[config.mk]
export PLATFORM = sky130hd
export DESIGN_NAME = ppp_port
export DESIGN_NICKNAME = d
export VERILOG_FILES = /design/src/shared/ppp_pkg.sv /design/src/logic/ppp_port.sv /design/src/logic/ppp_fifo.sv
export SDC_FILE = /design/constraint.sdc
export NUM_CORES = 1
export LEC_CHECK = 0
export ABC_AREA = 1
export BUFFER_PORTS_ARGS = -buffer_cell sky130_fd_sc_hd__buf_2
export CAP_MARGIN = 20
export CORE_MARGIN = 1.5
export CORE_UTILIZATION = 48
export CTS_CLUSTER_SIZE = 20
export DETAILED_ROUTE_END_ITERATION = 10
export PLACE_DENSITY = 0.63
export SYNTH_ARGS = -nofsm -noshare
export SYNTH_HDL_FRONTEND = slang
export SYNTH_SLANG_ARGS = --single-unit
[constraint.sdc]
create_clock -name clock -period 3.5 [get_ports clock]
set_clock_uncertainty 0.15 [all_clocks]
set_input_delay 1.05 -clock clock [delete_from_list [all_inputs] [get_ports clock]]
set_output_delay 1.05 -clock clock [all_outputs]
set_load 0.01 [all_outputs]
[src/shared/ppp_pkg.sv]
// Purpose: shared constants and types for the parallel peripheral port
// Assumes: one 40 MHz clock; link pins sampled synchronously
// Notes: the ack hold count derives from a named time and the clock rate; gran_reset is a plain count
package ppp_pkg;
    // ****************************************
    // timing
    // ****************************************
    localparam int unsigned clk_mhz = 40;
    localparam int unsigned periph_ack_hold_ns = 1200;
    localparam int unsigned periph_ack_hold_cyc = (periph_ack_hold_ns * clk_mhz) / 1000;
    localparam logic [15:0] gran_reset = 16'h0013;

    // ****************************************
    // fifo geometry and fields
    // ****************************************
    localparam int unsigned fifo_depth = 8;
    localparam int unsigned fifo_aw = 3;
    localparam int unsigned cmd_flag_bit = 7;
    localparam logic [6:0] addr_reset = 7'h00;
    localparam logic [7:0] byte_zero = 8'h00;

    typedef enum logic [1:0] {
        ppp_mode_compat,
        ppp_mode_nibble,
        ppp_mode_byte,
        ppp_mode_ecp
    } ppp_mode_t;

    // host-side pins seen by the device
    typedef struct packed {
        logic [7:0] data;
        logic host_clk;
        logic host_ack;
        logic reverse_req_n;
    } ppp_host_pins_t;

    // device-side pins driven toward the host
    typedef struct packed {
        logic [7:0] data;
        logic data_oe_n;
        logic periph_ack;
        logic periph_clk;
        logic ack_reverse_n;
        logic periph_req_n;
        logic fault_n;
        logic perror;
    } ppp_dev_pins_t;
endpackage : ppp_pkg

[src/logic/ppp_port.sv]
// Purpose: peripheral-side ieee 1284 port: compat, nibble, byte, ecp
// Assumes: host pins synchronous to clock; dma/cpu side is valid/ready
// Notes: no software registers; controls are plain ports
`timescale 1ns/1ps
`default_nettype none
module ppp_port (
    input wire logic clock,
    input wire logic rst_n,
    input wire ppp_pkg::ppp_mode_t mode,
    input wire logic [15:0] gran_div,
    input wire logic dma_mode,
    input wire logic cmd_store_dis,
    input wire logic ecp_enter,
    input wire ppp_pkg::ppp_host_pins_t host,
    output ppp_pkg::ppp_dev_pins_t dev,
    output logic [6:0] fwd_addr,
    output logic fwd_dat_valid,
    input wire logic fwd_dat_ready,
    output logic [7:0] fwd_dat_data,
    output logic fwd_cmd_valid,
    input wire logic fwd_cmd_ready,
    output logic [7:0] fwd_cmd_data,
    input wire logic rev_valid,
    output logic rev_ready,
    input wire logic [7:0] rev_data,
    output logic fwd_dat_dma_req,
    output logic fwd_cmd_dma_req,
    output logic rev_dma_req,
    input wire logic cpu_access,
    output logic bus_error
);
    import ppp_pkg::*;

    // ****************************************
    // port clock divider
    // ****************************************
    logic [15:0] div_ff, nxt_div;
    logic tick;
    assign tick = (div_ff == 16'h0000);
    always_comb begin
        nxt_div = tick ? ((gran_div == 16'h0000) ? gran_reset : gran_div) : div_ff - 16'h0001;
    end

    // ****************************************
    // fifos
    // ****************************************
    logic dat_in_valid, dat_in_ready, cmd_in_valid, cmd_in_ready;
    logic rv_out_valid, rv_out_ready, dat_empty, cmd_empty, rv_empty;
    logic [7:0] wr_byte_ff, nxt_wr_byte, rv_byte;
    logic dat_sel_ff, nxt_dat_sel;
    ppp_fifo u_fwd_dat (.clock(clock), .rst_n(rst_n), .in_valid(dat_in_valid),
        .in_ready(dat_in_ready), .in_data(wr_byte_ff), .out_valid(fwd_dat_valid),
        .out_ready(fwd_dat_ready), .out_data(fwd_dat_data), .empty(dat_empty));
    ppp_fifo u_fwd_cmd (.clock(clock), .rst_n(rst_n), .in_valid(cmd_in_valid),
        .in_ready(cmd_in_ready), .in_data(wr_byte_ff), .out_valid(fwd_cmd_valid),
        .out_ready(fwd_cmd_ready), .out_data(fwd_cmd_data), .empty(cmd_empty));
    ppp_fifo u_rev (.clock(clock), .rst_n(rst_n), .in_valid(rev_valid),
        .in_ready(rev_ready), .in_data(rev_data), .out_valid(rv_out_valid),
        .out_ready(rv_out_ready), .out_data(rv_byte), .empty(rv_empty));

    // forward dma keeps asking while bytes remain, reverse dma while the fifo has room; cpu mode drops requests
    assign fwd_dat_dma_req = dma_mode && !dat_empty;
    assign fwd_cmd_dma_req = dma_mode && !cmd_empty;
    assign rev_dma_req = dma_mode && rev_ready;
    assign bus_error = dma_mode && cpu_access;
    // bytes ride lane [7:0]; word packing and endian setup sit on the bus side

    // ****************************************
    // link state machine
    // ****************************************
    typedef enum logic [3:0] {
        st_idle, st_hold, st_fwd_ack, st_write, st_fwd_rel,
        st_rev_lo, st_rev_hi, st_rev_wait, st_rev_rel
    } ppp_state_t;
    ppp_state_t st_ff, nxt_st;
    logic [7:0] hold_ff, nxt_hold;
    logic [6:0] run_ff, nxt_run, addr_ff, nxt_addr;
    logic rle_ff, nxt_rle, nib_ff, nxt_nib;
    logic [7:0] out_ff, nxt_out;
    logic ack_ff, nxt_ack, pclk_ff, nxt_pclk, ackrev_ff, nxt_ackrev;
    logic host_clk_q_ff, host_rise;
    logic tgt_ready, reversing;

    assign host_rise = host.host_clk && !host_clk_q_ff;
    assign tgt_ready = dat_sel_ff ? dat_in_ready : cmd_in_ready;
    assign dat_in_valid = (st_ff == st_write) && dat_sel_ff;
    assign cmd_in_valid = (st_ff == st_write) && !dat_sel_ff;
    assign reversing = !host.reverse_req_n && mode != ppp_mode_compat;
    assign rv_out_ready = tick && rv_out_valid && !nib_ff &&
        ((st_ff == st_idle && mode != ppp_mode_ecp && reversing) ||
         (st_ff == st_idle && mode == ppp_mode_ecp && ackrev_ff));

    always_comb begin
        nxt_st = st_ff;
        nxt_hold = hold_ff;
        nxt_run = run_ff;
        nxt_addr = addr_ff;
        nxt_rle = rle_ff;
        nxt_nib = nib_ff;
        nxt_out = out_ff;
        nxt_ack = ack_ff;
        nxt_pclk = pclk_ff;
        nxt_ackrev = ackrev_ff;
        nxt_wr_byte = wr_byte_ff;
        nxt_dat_sel = dat_sel_ff;
        nxt_ackrev = (mode == ppp_mode_ecp) && !host.reverse_req_n && st_ff == st_idle
            ? 1'b1 : (host.reverse_req_n ? 1'b0 : ackrev_ff);
        unique case (st_ff)
            st_idle: begin
                if (ecp_enter) begin
                    nxt_ack = 1'b1;
                    nxt_hold = 8'(periph_ack_hold_cyc);
                    nxt_st = st_hold;
                end else if (tick && !reversing && !host.host_clk) begin
                    nxt_wr_byte = host.data;
                    nxt_dat_sel = (mode != ppp_mode_ecp) || host.host_ack;
                    nxt_ack = 1'b1;
                    nxt_st = st_fwd_ack;
                end else if (rv_out_ready) begin
                    nxt_out = rv_byte;
                    if (mode == ppp_mode_nibble) begin
                        nxt_nib = 1'b1;
                        nxt_out = {4'h0, rv_byte[3:0]};
                    end
                    nxt_hold = rv_byte;
                    nxt_pclk = 1'b0;
                    nxt_st = st_rev_lo;
                end
            end
            st_hold: begin
                nxt_hold = hold_ff - 8'h01;
                if (hold_ff == 8'h00) begin
                    nxt_ack = 1'b0;
                    nxt_st = st_idle;
                end
            end
            st_fwd_ack: begin
                if (!host.host_clk) begin
                    nxt_wr_byte = host.data; // latch tracks data until the rise
                    nxt_dat_sel = (mode != ppp_mode_ecp) || host.host_ack;
                end else if (host_rise || host.host_clk) begin
                    // the byte after a count is payload even when bit 7 is clear
                    if (mode == ppp_mode_ecp && !dat_sel_ff && !rle_ff &&
                        !wr_byte_ff[cmd_flag_bit]) begin
                        nxt_rle = 1'b1;
                        nxt_run = wr_byte_ff[6:0];
                        nxt_st = st_fwd_rel;
                    end else if (mode == ppp_mode_ecp && !dat_sel_ff && !rle_ff) begin
                        nxt_addr = wr_byte_ff[6:0];
                        nxt_st = st_fwd_rel;
                    end else begin
                        nxt_st = st_write;
                    end
                    if (mode == ppp_mode_ecp && !dat_sel_ff && rle_ff && cmd_store_dis) begin
                        nxt_st = st_fwd_rel;
                        nxt_rle = 1'b0;
                    end
                end
            end
            st_write: begin
                // stay busy while the target fifo is full
                if (tgt_ready) begin
                    if (rle_ff && run_ff != 7'h00) begin
                        nxt_run = run_ff - 7'h01;
                    end else begin
                        nxt_rle = 1'b0;
                        nxt_st = st_fwd_rel;
                    end
                end
            end
            st_fwd_rel: begin
                nxt_ack = 1'b0;
                if (host.host_clk) begin
                    nxt_st = st_idle;
                end
            end
            st_rev_lo: begin
                nxt_pclk = 1'b0;
                if (tick) begin
                    nxt_pclk = 1'b1;
                    nxt_st = st_rev_wait;
                end
            end
            st_rev_wait: begin
                if (host.host_ack) begin
                    nxt_st = st_rev_rel;
                end
            end
            st_rev_rel: begin
                if (!host.host_ack) begin
                    if (nib_ff) begin
                        nxt_nib = 1'b0;
                        nxt_out = {4'h0, hold_ff[7:4]};
                        nxt_pclk = 1'b0;
                        nxt_st = st_rev_lo;
                    end else begin
                        nxt_st = st_idle;
                    end
                end
            end
            st_rev_hi: nxt_st = st_idle;
            default: nxt_st = st_idle;
        endcase
        if (mode == ppp_mode_compat) begin
            nxt_nib = 1'b0;
        end
    end

    always_ff @(posedge clock) begin
        if (!rst_n) begin
            div_ff <= gran_reset;
            st_ff <= st_idle;
            hold_ff <= byte_zero;
            run_ff <= 7'h00;
            addr_ff <= addr_reset;
            rle_ff <= 1'b0;
            nib_ff <= 1'b0;
            out_ff <= byte_zero;
            ack_ff <= 1'b0;
            pclk_ff <= 1'b1;
            ackrev_ff <= 1'b0;
            wr_byte_ff <= byte_zero;
            dat_sel_ff <= 1'b1;
            host_clk_q_ff <= 1'b1;
        end else begin
            div_ff <= nxt_div;
            st_ff <= nxt_st;
            hold_ff <= nxt_hold;
            run_ff <= nxt_run;
            addr_ff <= nxt_addr;
            rle_ff <= nxt_rle;
            nib_ff <= nxt_nib;
            out_ff <= nxt_out;
            ack_ff <= nxt_ack;
            pclk_ff <= nxt_pclk;
            ackrev_ff <= nxt_ackrev;
            wr_byte_ff <= nxt_wr_byte;
            dat_sel_ff <= nxt_dat_sel;
            host_clk_q_ff <= host.host_clk;
        end
    end

    // ****************************************
    // pins
    // ****************************************
    always_comb begin
        dev.data = out_ff;
        dev.data_oe_n = !(reversing && mode != ppp_mode_nibble);
        dev.periph_ack = ack_ff;
        dev.periph_clk = pclk_ff;
        dev.ack_reverse_n = !ackrev_ff;
        dev.periph_req_n = rv_empty;
        // in nibble mode fault_n and perror carry nibble bits 0 and 2; not writable by software
        dev.fault_n = (mode == ppp_mode_nibble) ? out_ff[0] : rv_empty;
        dev.perror = (mode == ppp_mode_nibble) ? out_ff[2] : 1'b0;
    end
    assign fwd_addr = addr_ff;
endmodule : ppp_port
`default_nettype wire

[src/logic/ppp_fifo.sv]
// Purpose: small flip-flop fifo with valid/ready on both sides
// Assumes: single clock, synchronous active-low reset
// Notes: full and empty are exact
`timescale 1ns/1ps
`default_nettype none
module ppp_fifo (
    input wire logic clock,
    input wire logic rst_n,
    input wire logic in_valid,
    output logic in_ready,
    input wire logic [7:0] in_data,
    output logic out_valid,
    input wire logic out_ready,
    output logic [7:0] out_data,
    output logic empty
);
    import ppp_pkg::*;
    logic [7:0] mem_ff [fifo_depth];
    logic [7:0] nxt_mem [fifo_depth];
    logic [fifo_aw-1:0] wp_ff, rp_ff, nxt_wp, nxt_rp;
    logic [fifo_aw:0] cnt_ff, nxt_cnt;
    logic push, pop;

    assign in_ready = (cnt_ff != fifo_aw'(0) + (fifo_aw+1)'(fifo_depth));
    assign out_valid = (cnt_ff != '0);
    assign empty = (cnt_ff == '0);
    assign out_data = mem_ff[rp_ff];
    assign push = in_valid && in_ready;
    assign pop = out_valid && out_ready;

    always_comb begin
        nxt_mem = mem_ff;
        nxt_wp = wp_ff;
        nxt_rp = rp_ff;
        nxt_cnt = cnt_ff;
        if (push) begin
            nxt_mem[wp_ff] = in_data;
            nxt_wp = wp_ff + fifo_aw'(1);
        end
        if (pop) begin
            nxt_rp = rp_ff + fifo_aw'(1);
        end
        if (push && !pop) begin
            nxt_cnt = cnt_ff + (fifo_aw+1)'(1);
        end else if (pop && !push) begin
            nxt_cnt = cnt_ff - (fifo_aw+1)'(1);
        end
    end

    always_ff @(posedge clock) begin
        if (!rst_n) begin
            wp_ff <= '0;
            rp_ff <= '0;
            cnt_ff <= '0;
            for (int i = 0; i < fifo_depth; i++) begin
                mem_ff[i] <= byte_zero;
            end
        end else begin
            wp_ff <= nxt_wp;
            rp_ff <= nxt_rp;
            cnt_ff <= nxt_cnt;
            mem_ff <= nxt_mem;
        end
    end
endmodule : ppp_fifo
`default_nettype wire

==> qor.yml, run 1 <==
run_status:
  status: "finished, final reports clean"
timing:
  fin_tns_setup_ns: 0
  slew_viol_final: 0
  rsz0062_at_grt: "false"
  finalSetupViolations: 0
  setup_slack_ns: 0.200
  slew-limit-headroom_pct: 47.5
  hold_viol: 0
  fin_crit_ns: 3.30
  period_share_pct: 94.3
  fmax_ghz: 0.303
  tightest_slew_ns: 0.783
power:
  ir_worst_vdd_uv: 462
  p_leak_uw: 0.00640
  p_per_area_nw_per_um2: 654
drt:
  wl_per_cell_um: 14.8
  routed_wl_um: 35800
  drtIter0Drc: 916
  drc_errors: 0
  vias_per_cell: 5.22
  vias: 12663
  antenna_left: 0
  drt-pass1-iter-count: 5
floorplanning:
  start_util_pct: 48.8
  ioPinCount: 91
  die_h_um: 171
  die_w_um: 171
  die-area_um2: 29400
  core_area_um2: 27900
  rows: 61
clocking:
  root_buffer: "clkbuf_16"
  cts_buffer_depth: 3
  path_clk_slew_ns: 0.06
  holdBufCountCts: 0
  cts_buffers: 34
  cts_tree: "done"
  worstSkewPairLatency_ns: 0.52
  h-tree-depth: 2
  tritoncts_num_sinks: 286
worst_setup_path:
  cp-start-kind: "register"
  critPathTopFamily: "buffers and inverters"
  critPathMaxFanout: 17
  path_cells: "clkinvlp_4, a21oi_1, o21ai_0, a31oi_1, buf_2"
  crit_path_end_kind: "output port"
  worstPathArrival_ns: 2.10
  required_ns: 2.30
  crit_slowest_cell: "dfxtp_1"
  setup.worst_path.class: "register to output port"
  cp_slowest_stage_delay_ns: 0.51
  cp_num_buf_inv: 2
yosys:
  ys_types: 43
  syn_area_um2: 13600
  synth.avg_cell_area_um2: 6.87
  syn_inst: 1980
  synth_seq_area_share_pct: 42.1
  synth_edf_count: 0
  ys_async_sr_fraction_pct: 0
  ys_ff_latch: 286
  ys.warnings.count: 0
  syn-num-nets: 2049
  synth_top_flop_cell: "dfxtp_1"
place:
  dp_hpwl_um: 24000
  place.gp.congestion: 0.892
  pre_cts_slack_ns: 0.289
  port-buffer-count: 90
final_layout:
  area_growth_pct: 13.0
  nFillCells: 2768
  seq_area_um2: 5730
  fin_nets: 2094
  drive_gt1_share_pct: 8.83
  multi_input_area_um2: 6500
job:
  max-cap-violations: 0
global_route:
  grt_antenna_before_repair: 2
  grt_max_degree: 102
  overflow: 0
  track_usage_pct: 24.3
  grt_first_pass_wirelength_um: 57300
  grt_pass1_vias: 11086
min_path:
  hp-class: "register to register"
## registers in the layout, summed over array words and instances, names as in the netlist, 4 cells and up
register and cells:
div_ff 16, hold_ff 8, u_fwd_cmd.mem_ff 64, wr_byte_ff 8, out_ff 8, u_fwd_dat.cnt_ff 4
run_ff 7, u_rev.mem_ff 64, u_rev.cnt_ff 4, u_fwd_cmd.cnt_ff 4, fwd_addr 7, u_fwd_dat.mem_ff 64
st_ff 4
## timing repair
action	in CTS	in global routing
resized for setup	0	2
setup endpoints to repair	0	14
hold endpoints to repair	0	0
setup buffers	0	0
## cells by family after synthesis
| group | count (synthesis) | synth area share (%) |
|---|---|---|
| compound gates | 665 | 25.1 |
| simple gates | 638 | 19.5 |
| buf+inv | 353 | 10.1 |
| flops | 286 | 42.1 |
| fa+ha+maj | 23 | 2.28 |
| xor+xnor | 15 | 0.966 |
## power by group
part	total, µW	internal [µW]	switching [µW]
registers	3820	3540	287
logic	2800	961	1840
clock network	3430	2060	1370
## final timing paths
check,slack [ns],depth (start not counted),startpoint,end
worst max-delay path,0.20,5,u_fwd_dat.rp_ff[1]$_SDFFE_PN0P_,fwd_dat_data[7]
worst min-delay path,0.29,2,u_rev.mem_ff[62]$_SDFFE_PN0P_,u_rev.mem_ff[62]$_SDFFE_PN0P_
worst max register to register,0.50,15,st_ff[1]$_SDFFE_PN0P_,u_fwd_dat.cnt_ff[3]$_SDFFE_PN0P_
worst min register to register,0.29,2,u_rev.mem_ff[62]$_SDFFE_PN0P_,u_rev.mem_ff[62]$_SDFFE_PN0P_
## synthesized netlist by cell type, types with 2 or more instances
library cell  number  area, µm²
nand3_1           75        375
or2_2              2       12.5
xor2_1             9       78.8
nand2_1          277       1040
nor2_2             4       25.0
o21bai_1           2       15.0
buf_2             20        100
buf_4              6       45.0
a21oi_1          283       1420
dfxtp_1          286       5730
a31oi_1           22        138
nor4_1             5       31.3
inv_2              2       7.51
o21ai_1            3       15.0
ha_1              20        250
nor2_1           235        882
nand4_1           14       87.6
nor3_2             2       20.0
buf_1              4       15.0
inv_1            247        927
fa_1               3       60.1
clkinv_1           5       18.8
o211ai_1           7       52.6
nand2_2            5       31.3
clkbuf_1          68        255
xnor2_1            6       52.6
nor3_1            10       50.1
o21ai_0          340       1700
nor2_4             4       45.0
## final cells by class
cell class	count	share of cell area (%)
Multi-Input combinational cell	1341	42.3
Sequential cell	286	37.2
Clock buffer	51	6.27
Inverter	254	6.25
Timing Repair Buffer	108	4.09
Tap cell	378	3.08
Clock inverter	9	0.765
Antenna cell	1	0.0163
## placed cells by master (no fill, tap or decap), types with 4 or more instances in the layout
cell type,Yosys,routed
nor4_1,5,5
ha_1,20,20
nand3_1,75,75
nand4_1,14,14
buf_2,20,89
a31oi_1,22,22
nor2_1,235,235
inv_1,247,247
dfxtp_1,286,286
buf_4,6,15
nand2_2,5,5
nor2_2,4,4
o211ai_1,7,7
clkbuf_1,68,12
clkbuf_8,0,5
o21ai_0,340,340
clkbuf_16,0,34
a21oi_1,283,283
nor2_4,4,4
xnor2_1,6,6
xor2_1,9,9
nand2_1,277,277
nor3_1,10,10
## worst reg2reg max path: cells and delay by family (launching register included)
kind	cells	cell delay [ns]
compound gates	3	0.34
fa+ha+maj	2	0.54
buf+inv	2	0.29
flops	1	0.49
simple gates	8	1.10
## metrics by stage
stage | utilization, % | std cells | area (µm²) | hold WS, ns | total power, µW
after floorplan | - | 1980 | 13600 | 0.270 | 5820
after global placement | 51.3 | 2367 | 14300 | 0.278 | 6630
after detailed placement | 51.3 | 2367 | 14300 | 0.283 | 6680
after CTS | 55.2 | 2427 | 15400 | 0.290 | 10100
after global routing | 55.2 | 2427 | 15400 | 0.304 | 10700
final | 55.2 | 2428 | 15400 | 0.290 | 10100
## metal layers
metal	wire length (µm)	track usage (%)	vias up	part of all wire [%]
met5	10	0	-	0.028
met2	16500	40.5	221	46
li1	-	-	6603	-
met1	17100	32.8	5775	48
met4	899	7.44	2	2.5
met3	1350	3.06	62	3.8
Power figures use the tool's default switching activity.
==> inputs of run 2 (changes only) <==
- clock period: 3.5 -> 3.9 ns (I/O delays scaled with it)
==> run 2 against run 1 <==
Net effect: sequential power decreased by 10%; register-to-register slack improved by 0.36 ns; flip-flop and latch count stayed put; wire length up 0.89%; first-iteration DRC count increased by 15%; largest power group unchanged.
==> qor.yml, run 2 (same netlist as run 1, synthesis figures left out) <==
clocking:
  cts_buffers: 34
  cts_resized: 0
  tritoncts_num_sinks: 286
  h-tree-depth: 2
  post_cts_buffers: 0
  holdBufCountCts: 0
  cts_tree: "done"
  path_clk_slew_ns: 0.06
  worstSkewPairLatency_ns: 0.51
  root_buffer: "clkbuf_16"
  cts_buffer_depth: 3
timing:
  fin_tns_setup_ns: 0
  slew-limit-headroom_pct: 34.2
  hold_viol: 0
  fmax_ghz: 0.277
  finalSetupViolations: 0
  rsz0062_at_grt: "false"
  slew_viol_final: 0
  fin_crit_ns: 3.61
  tightest_slew_ns: 0.986
  period_share_pct: 92.5
global_route:
  grt_max_degree: 164
  grt_first_pass_wirelength_um: 58800
  grt_pass1_vias: 11490
  overflow: 0
  grt_antenna_before_repair: 0
  track_usage_pct: 24.8
drt:
  wl_per_cell_um: 14.9
  drtIter0Drc: 1049
  vias_per_cell: 5.19
  antenna_left: 0
  drc_errors: 0
  routed_wl_um: 36100
  drt-pass1-iter-count: 7
  vias: 12564
power:
  p_per_area_nw_per_um2: 579
  power_uw: 8820
  p_leak_uw: 0.00634
  ir_worst_vdd_uv: 392
floorplanning:
  die_w_um: 171
  ioPinCount: 91
  start_util_pct: 48.8
  die_h_um: 171
  die-area_um2: 29400
  rows: 61
  core_area_um2: 27900
place:
  port-buffer-count: 90
  place.gp.congestion: 0.883
  dp_hpwl_um: 23800
final_layout:
  layout_common_cells: "340 x o21ai_0, 286 x dfxtp_1, 283 x a21oi_1, 277 x nand2_1, 247 x inv_1"
  fin_nets: 2092
  area_growth_pct: 12.0
  drive_gt1_share_pct: 8.47
  reg.largest.list: "u_fwd_cmd.mem_ff x64, u_fwd_dat.mem_ff x64, u_rev.mem_ff x64"
  layout_commonest_cell: "o21ai_0"
  diodes: 0
min_path:
  hp-class: "register to register"
  hp-start: "u_fwd_dat.mem_ff[57]$_SDFFE_PN0P_"
worst_setup_path:
  critPathMaxFanout: 17
  required_ns: 2.58
  r2r_start: "st_ff[1]$_SDFFE_PN0P_"
  critPathLaunch: "u_fwd_cmd.rp_ff[1]$_SDFFE_PN0P_"
  setup.worst_path.class: "register to output port"
  worstPathArrival_ns: 2.29
  cp-start-kind: "register"
  crit_path_end_kind: "output port"
run_status:
  status: "finished, final reports clean"
job:
  max-cap-violations: 0
==> run 2: changes by cell type in the layout (fill, tap and decap cells not counted), sizes merged <==
cell	before	now
clkinv	7	10
diode	1	0
clkbuf	51	50
inv	252	249
bufinv	2	0
buf	108	106
clkinvlp	2	0
==> run 2: critical path: stages (launching register included) <==
cell and delay (ns):
dfxtp_1 0.32, clkinv_1 0.47, a21oi_1 0.30, o21ai_0 0.14, nand2_1 0.13, nor2_1 0.05
a31oi_1 0.19, buf_2 0.17
==> run 2: area by class of cell <==
cell class              count  area, µm²
fillers                  2834      12600
inverters                 254        953
multi-input cells        1341       6500
repair buffers            106        589
clock buffers              50        961
clock inverters             5       36.3
flip-flops and latches    286       5730
well taps                 378        473
==> run 2: per-layer routing <==
metal  part of all wire, %  routed length, µm  GRT usage [%]
met2                    46              16500           41.6
met4                   1.8                652           6.22
met5                     0                  0              0
met3                   4.4               1600           3.27
met1                    48              17400           33.7
==> run 2: report_power, final <==
part	switching [µW]	internal (µW)
combinational	1670	847
sequential	244	3170
clock	1190	1700
total	3100	5720
==> run 2: through the flow <==
stage / instances / hold WS [ns] / cell area (µm²) / setup WS [ns] / utilization, %
after floorplan: 1980 / 0.270 / 13600 / 0.715 / -
after global placement: 2365 / 0.279 / 14200 / 0.486 / 51.1
after detailed placement: 2365 / 0.283 / 14200 / 0.453 / 51.1
after CTS: 2420 / 0.292 / 15200 / 0.312 / 54.7
after global routing: 2420 / 0.308 / 15200 / 0.119 / 54.7
final: 2420 / 0.292 / 15200 / 0.294 / 54.7
==> run 2: path summary, 6_finish.rpt <==
kind	to	slack [ns]	cells after the start
worst max-delay path	fwd_cmd_data[4]	0.29	7
worst min-delay path	u_fwd_dat.mem_ff[57]$_SDFFE_PN0P_	0.29	2
worst max register to register	u_fwd_dat.cnt_ff[3]$_SDFFE_PN0P_	0.86	15
worst min register to register	u_fwd_dat.mem_ff[57]$_SDFFE_PN0P_	0.29	2
==> inputs of run 3 (changes only) <==
- clock period: 3.9 -> 4.6 ns (I/O delays scaled with it)
==> run 3 against run 2 <==
Net effect: via count increased by 0.64%; largest power group unchanged; die area unchanged; final cell count decreased by 0.29%; sequential share of layout area increased by 0.10 points; largest cell class unchanged; design area decreased by 0.27%; global-route usage increased by 0.19 points.
==> qor.yml, run 3 (same netlist as run 1, synthesis figures left out) <==
final_layout:
  area_growth_pct: 11.7
  drive_gt1_share_pct: 8.21
  fin_area_um2: 15200
  layout_commonest_cell: "o21ai_0"
  multi_input_area_um2: 6500
  diodes: 0
  seq_area_um2: 5730
  layout_common_cells: "340 x o21ai_0, 286 x dfxtp_1, 283 x a21oi_1, 277 x nand2_1, 247 x inv_1"
  fin_nets: 2087
  nFillCells: 2794
  reg.largest.list: "u_fwd_cmd.mem_ff x64, u_fwd_dat.mem_ff x64, u_rev.mem_ff x64"
worst_setup_path:
  reg2reg_to: "u_rev.cnt_ff[3]$_SDFFE_PN0P_"
  critPathMaxFanout: 18
  required_ns: 3.07
  r2r_cells: 18
  crit_path_end_kind: "output port"
  worstPathArrival_ns: 2.43
  r2r_start: "div_ff[0]$_SDFF_PN1_"
  critPathLaunch: "u_fwd_dat.rp_ff[1]$_SDFFE_PN0P_"
  setup.worst_path.class: "register to output port"
  cp-start-kind: "register"
  critPathCapture: "fwd_dat_data[7]"
  rrSetupSlack_ns: 1.32
floorplanning:
  die_w_um: 171
  rows: 61
  die-area_um2: 29400
  start_util_pct: 48.8
  core_area_um2: 27900
  ioPinCount: 91
  die_h_um: 171
power:
  ir_worst_vdd_uv: 336
  p_int_uw: 4820
  p_leak_uw: 0.00631
  switchingPower_uw: 2630
  netSwitchingFraction_pct: 35.3
  clkPwrFrac_pct: 32.4
  p_per_area_nw_per_um2: 491
  pwr-share-comb_pct: 28.5
  power_uw: 7460
  seqPwrFrac_pct: 39.0
job:
  max-cap-violations: 0
timing:
  fin_crit_ns: 3.96
  rsz0062_at_grt: "false"
  slew_viol_final: 0
  finalSetupViolations: 0
  fmax_ghz: 0.253
  fin_tns_setup_ns: 0
  hold_viol: 0
  tightest_slew_ns: 0.835
  period_share_pct: 86.1
  slew-limit-headroom_pct: 44.0
global_route:
  grt_pass1_vias: 11566
  grt_max_degree: 175
  grt_first_pass_wirelength_um: 59000
  track_usage_pct: 25.0
  overflow: 0
  grt_antenna_before_repair: 0
clocking:
  cts_tree: "done"
  root_buffer: "clkbuf_16"
  h-tree-depth: 2
  worstSkewPairLatency_ns: 0.50
  cts_buffers: 34
  path_clk_slew_ns: 0.06
  tritoncts_num_sinks: 286
  cts_buffer_depth: 3
  cts_resized: 0
  holdBufCountCts: 0
  post_cts_buffers: 0
drt:
  wl_per_cell_um: 15.0
  routed_wl_um: 36300
  vias: 12645
  drt-pass1-iter-count: 5
  antenna_left: 0
  vias_per_cell: 5.24
  drc_errors: 0
  drtIter0Drc: 993
run_status:
  status: "finished, final reports clean"
place:
  place_area_um2: 14200
  port-buffer-count: 90
  place.gp.congestion: 0.916
  dp_hpwl_um: 24300
min_path:
  hp-start: "u_fwd_cmd.mem_ff[37]$_SDFFE_PN0P_"
  hp-class: "register to register"
run 3: changes by cell type in the layout (fill, tap and decap cells not counted):
cell / change
buf_4: -6
clkbuf_8: -2
buf_16: +1
clkbuf_1: -1
clkinvlp_4: +1
run 3: final cells by class:
| type | instances | share of cell area (%) |
|---|---|---|
| Clock buffer | 47 | 6.12 |
| Inverter | 254 | 6.27 |
| Clock inverter | 6 | 0.288 |
| Multi-Input combinational cell | 1341 | 42.8 |
| Timing Repair Buffer | 101 | 3.76 |
| Tap cell | 378 | 3.11 |
| Sequential cell | 286 | 37.7 |
run 3: worst max-delay path, cell delays in order (launching register included):
cell and delay (ns):
dfxtp_1 0.67, clkinv_1 0.32, buf_4 0.27, a21oi_1 0.11, o21ai_0 0.09, a31oi_1 0.28
buf_2 0.19
run 3: routing by layer:
metal | global-route usage, % | share of wire, % | routed length [µm]
met5 | 0 | 0 | 0
met2 | 42.2 | 46 | 16900
met1 | 33.5 | 47 | 17100
met4 | 7.09 | 1.9 | 691
met3 | 3.27 | 4.5 | 1620
run 3: how the worst min path moves through the flow:
stage	slack [ns]	to	depth (start not counted)
6_report	0.29	u_fwd_cmd.mem_ff[37]$_SDFFE_PN0P_	2
5_1_grt	0.30	u_fwd_cmd.mem_ff[39]$_SDFFE_PN0P_	2
4_1_cts	0.29	u_rev.mem_ff[7]$_SDFFE_PN0P_	2
3_5_place_dp	0.28	u_rev.mem_ff[7]$_SDFFE_PN0P_	2
3_3_place_gp	0.28	u_fwd_cmd.mem_ff[35]$_SDFFE_PN0P_	2
2_1_floorplan	0.27	u_fwd_dat.mem_ff[56]$_SDFFE_PN0P_	2
run 3: power groups by stage:
stage	Clock (µW)	Combinational [µW]	Sequential [µW]
final	2420	2130	2910
after global placement	0	2070	2950
after detailed placement	0	2100	2960
after floorplan	0	1540	2890
after global routing	2570	2440	2940
after CTS	2470	2110	2910
run 3: per-stage QoR:
stage               hold slack [ns]  utilization, %  setup slack (ns)  cells
floorplan                     0.270               -              1.21   1980
global placement              0.278            51.0             0.865   2359
detailed placement            0.283            51.0             0.785   2359
CTS                           0.292            54.5             0.539   2412
global route                  0.305            54.6             0.494   2413
finish                        0.292            54.6             0.640   2413
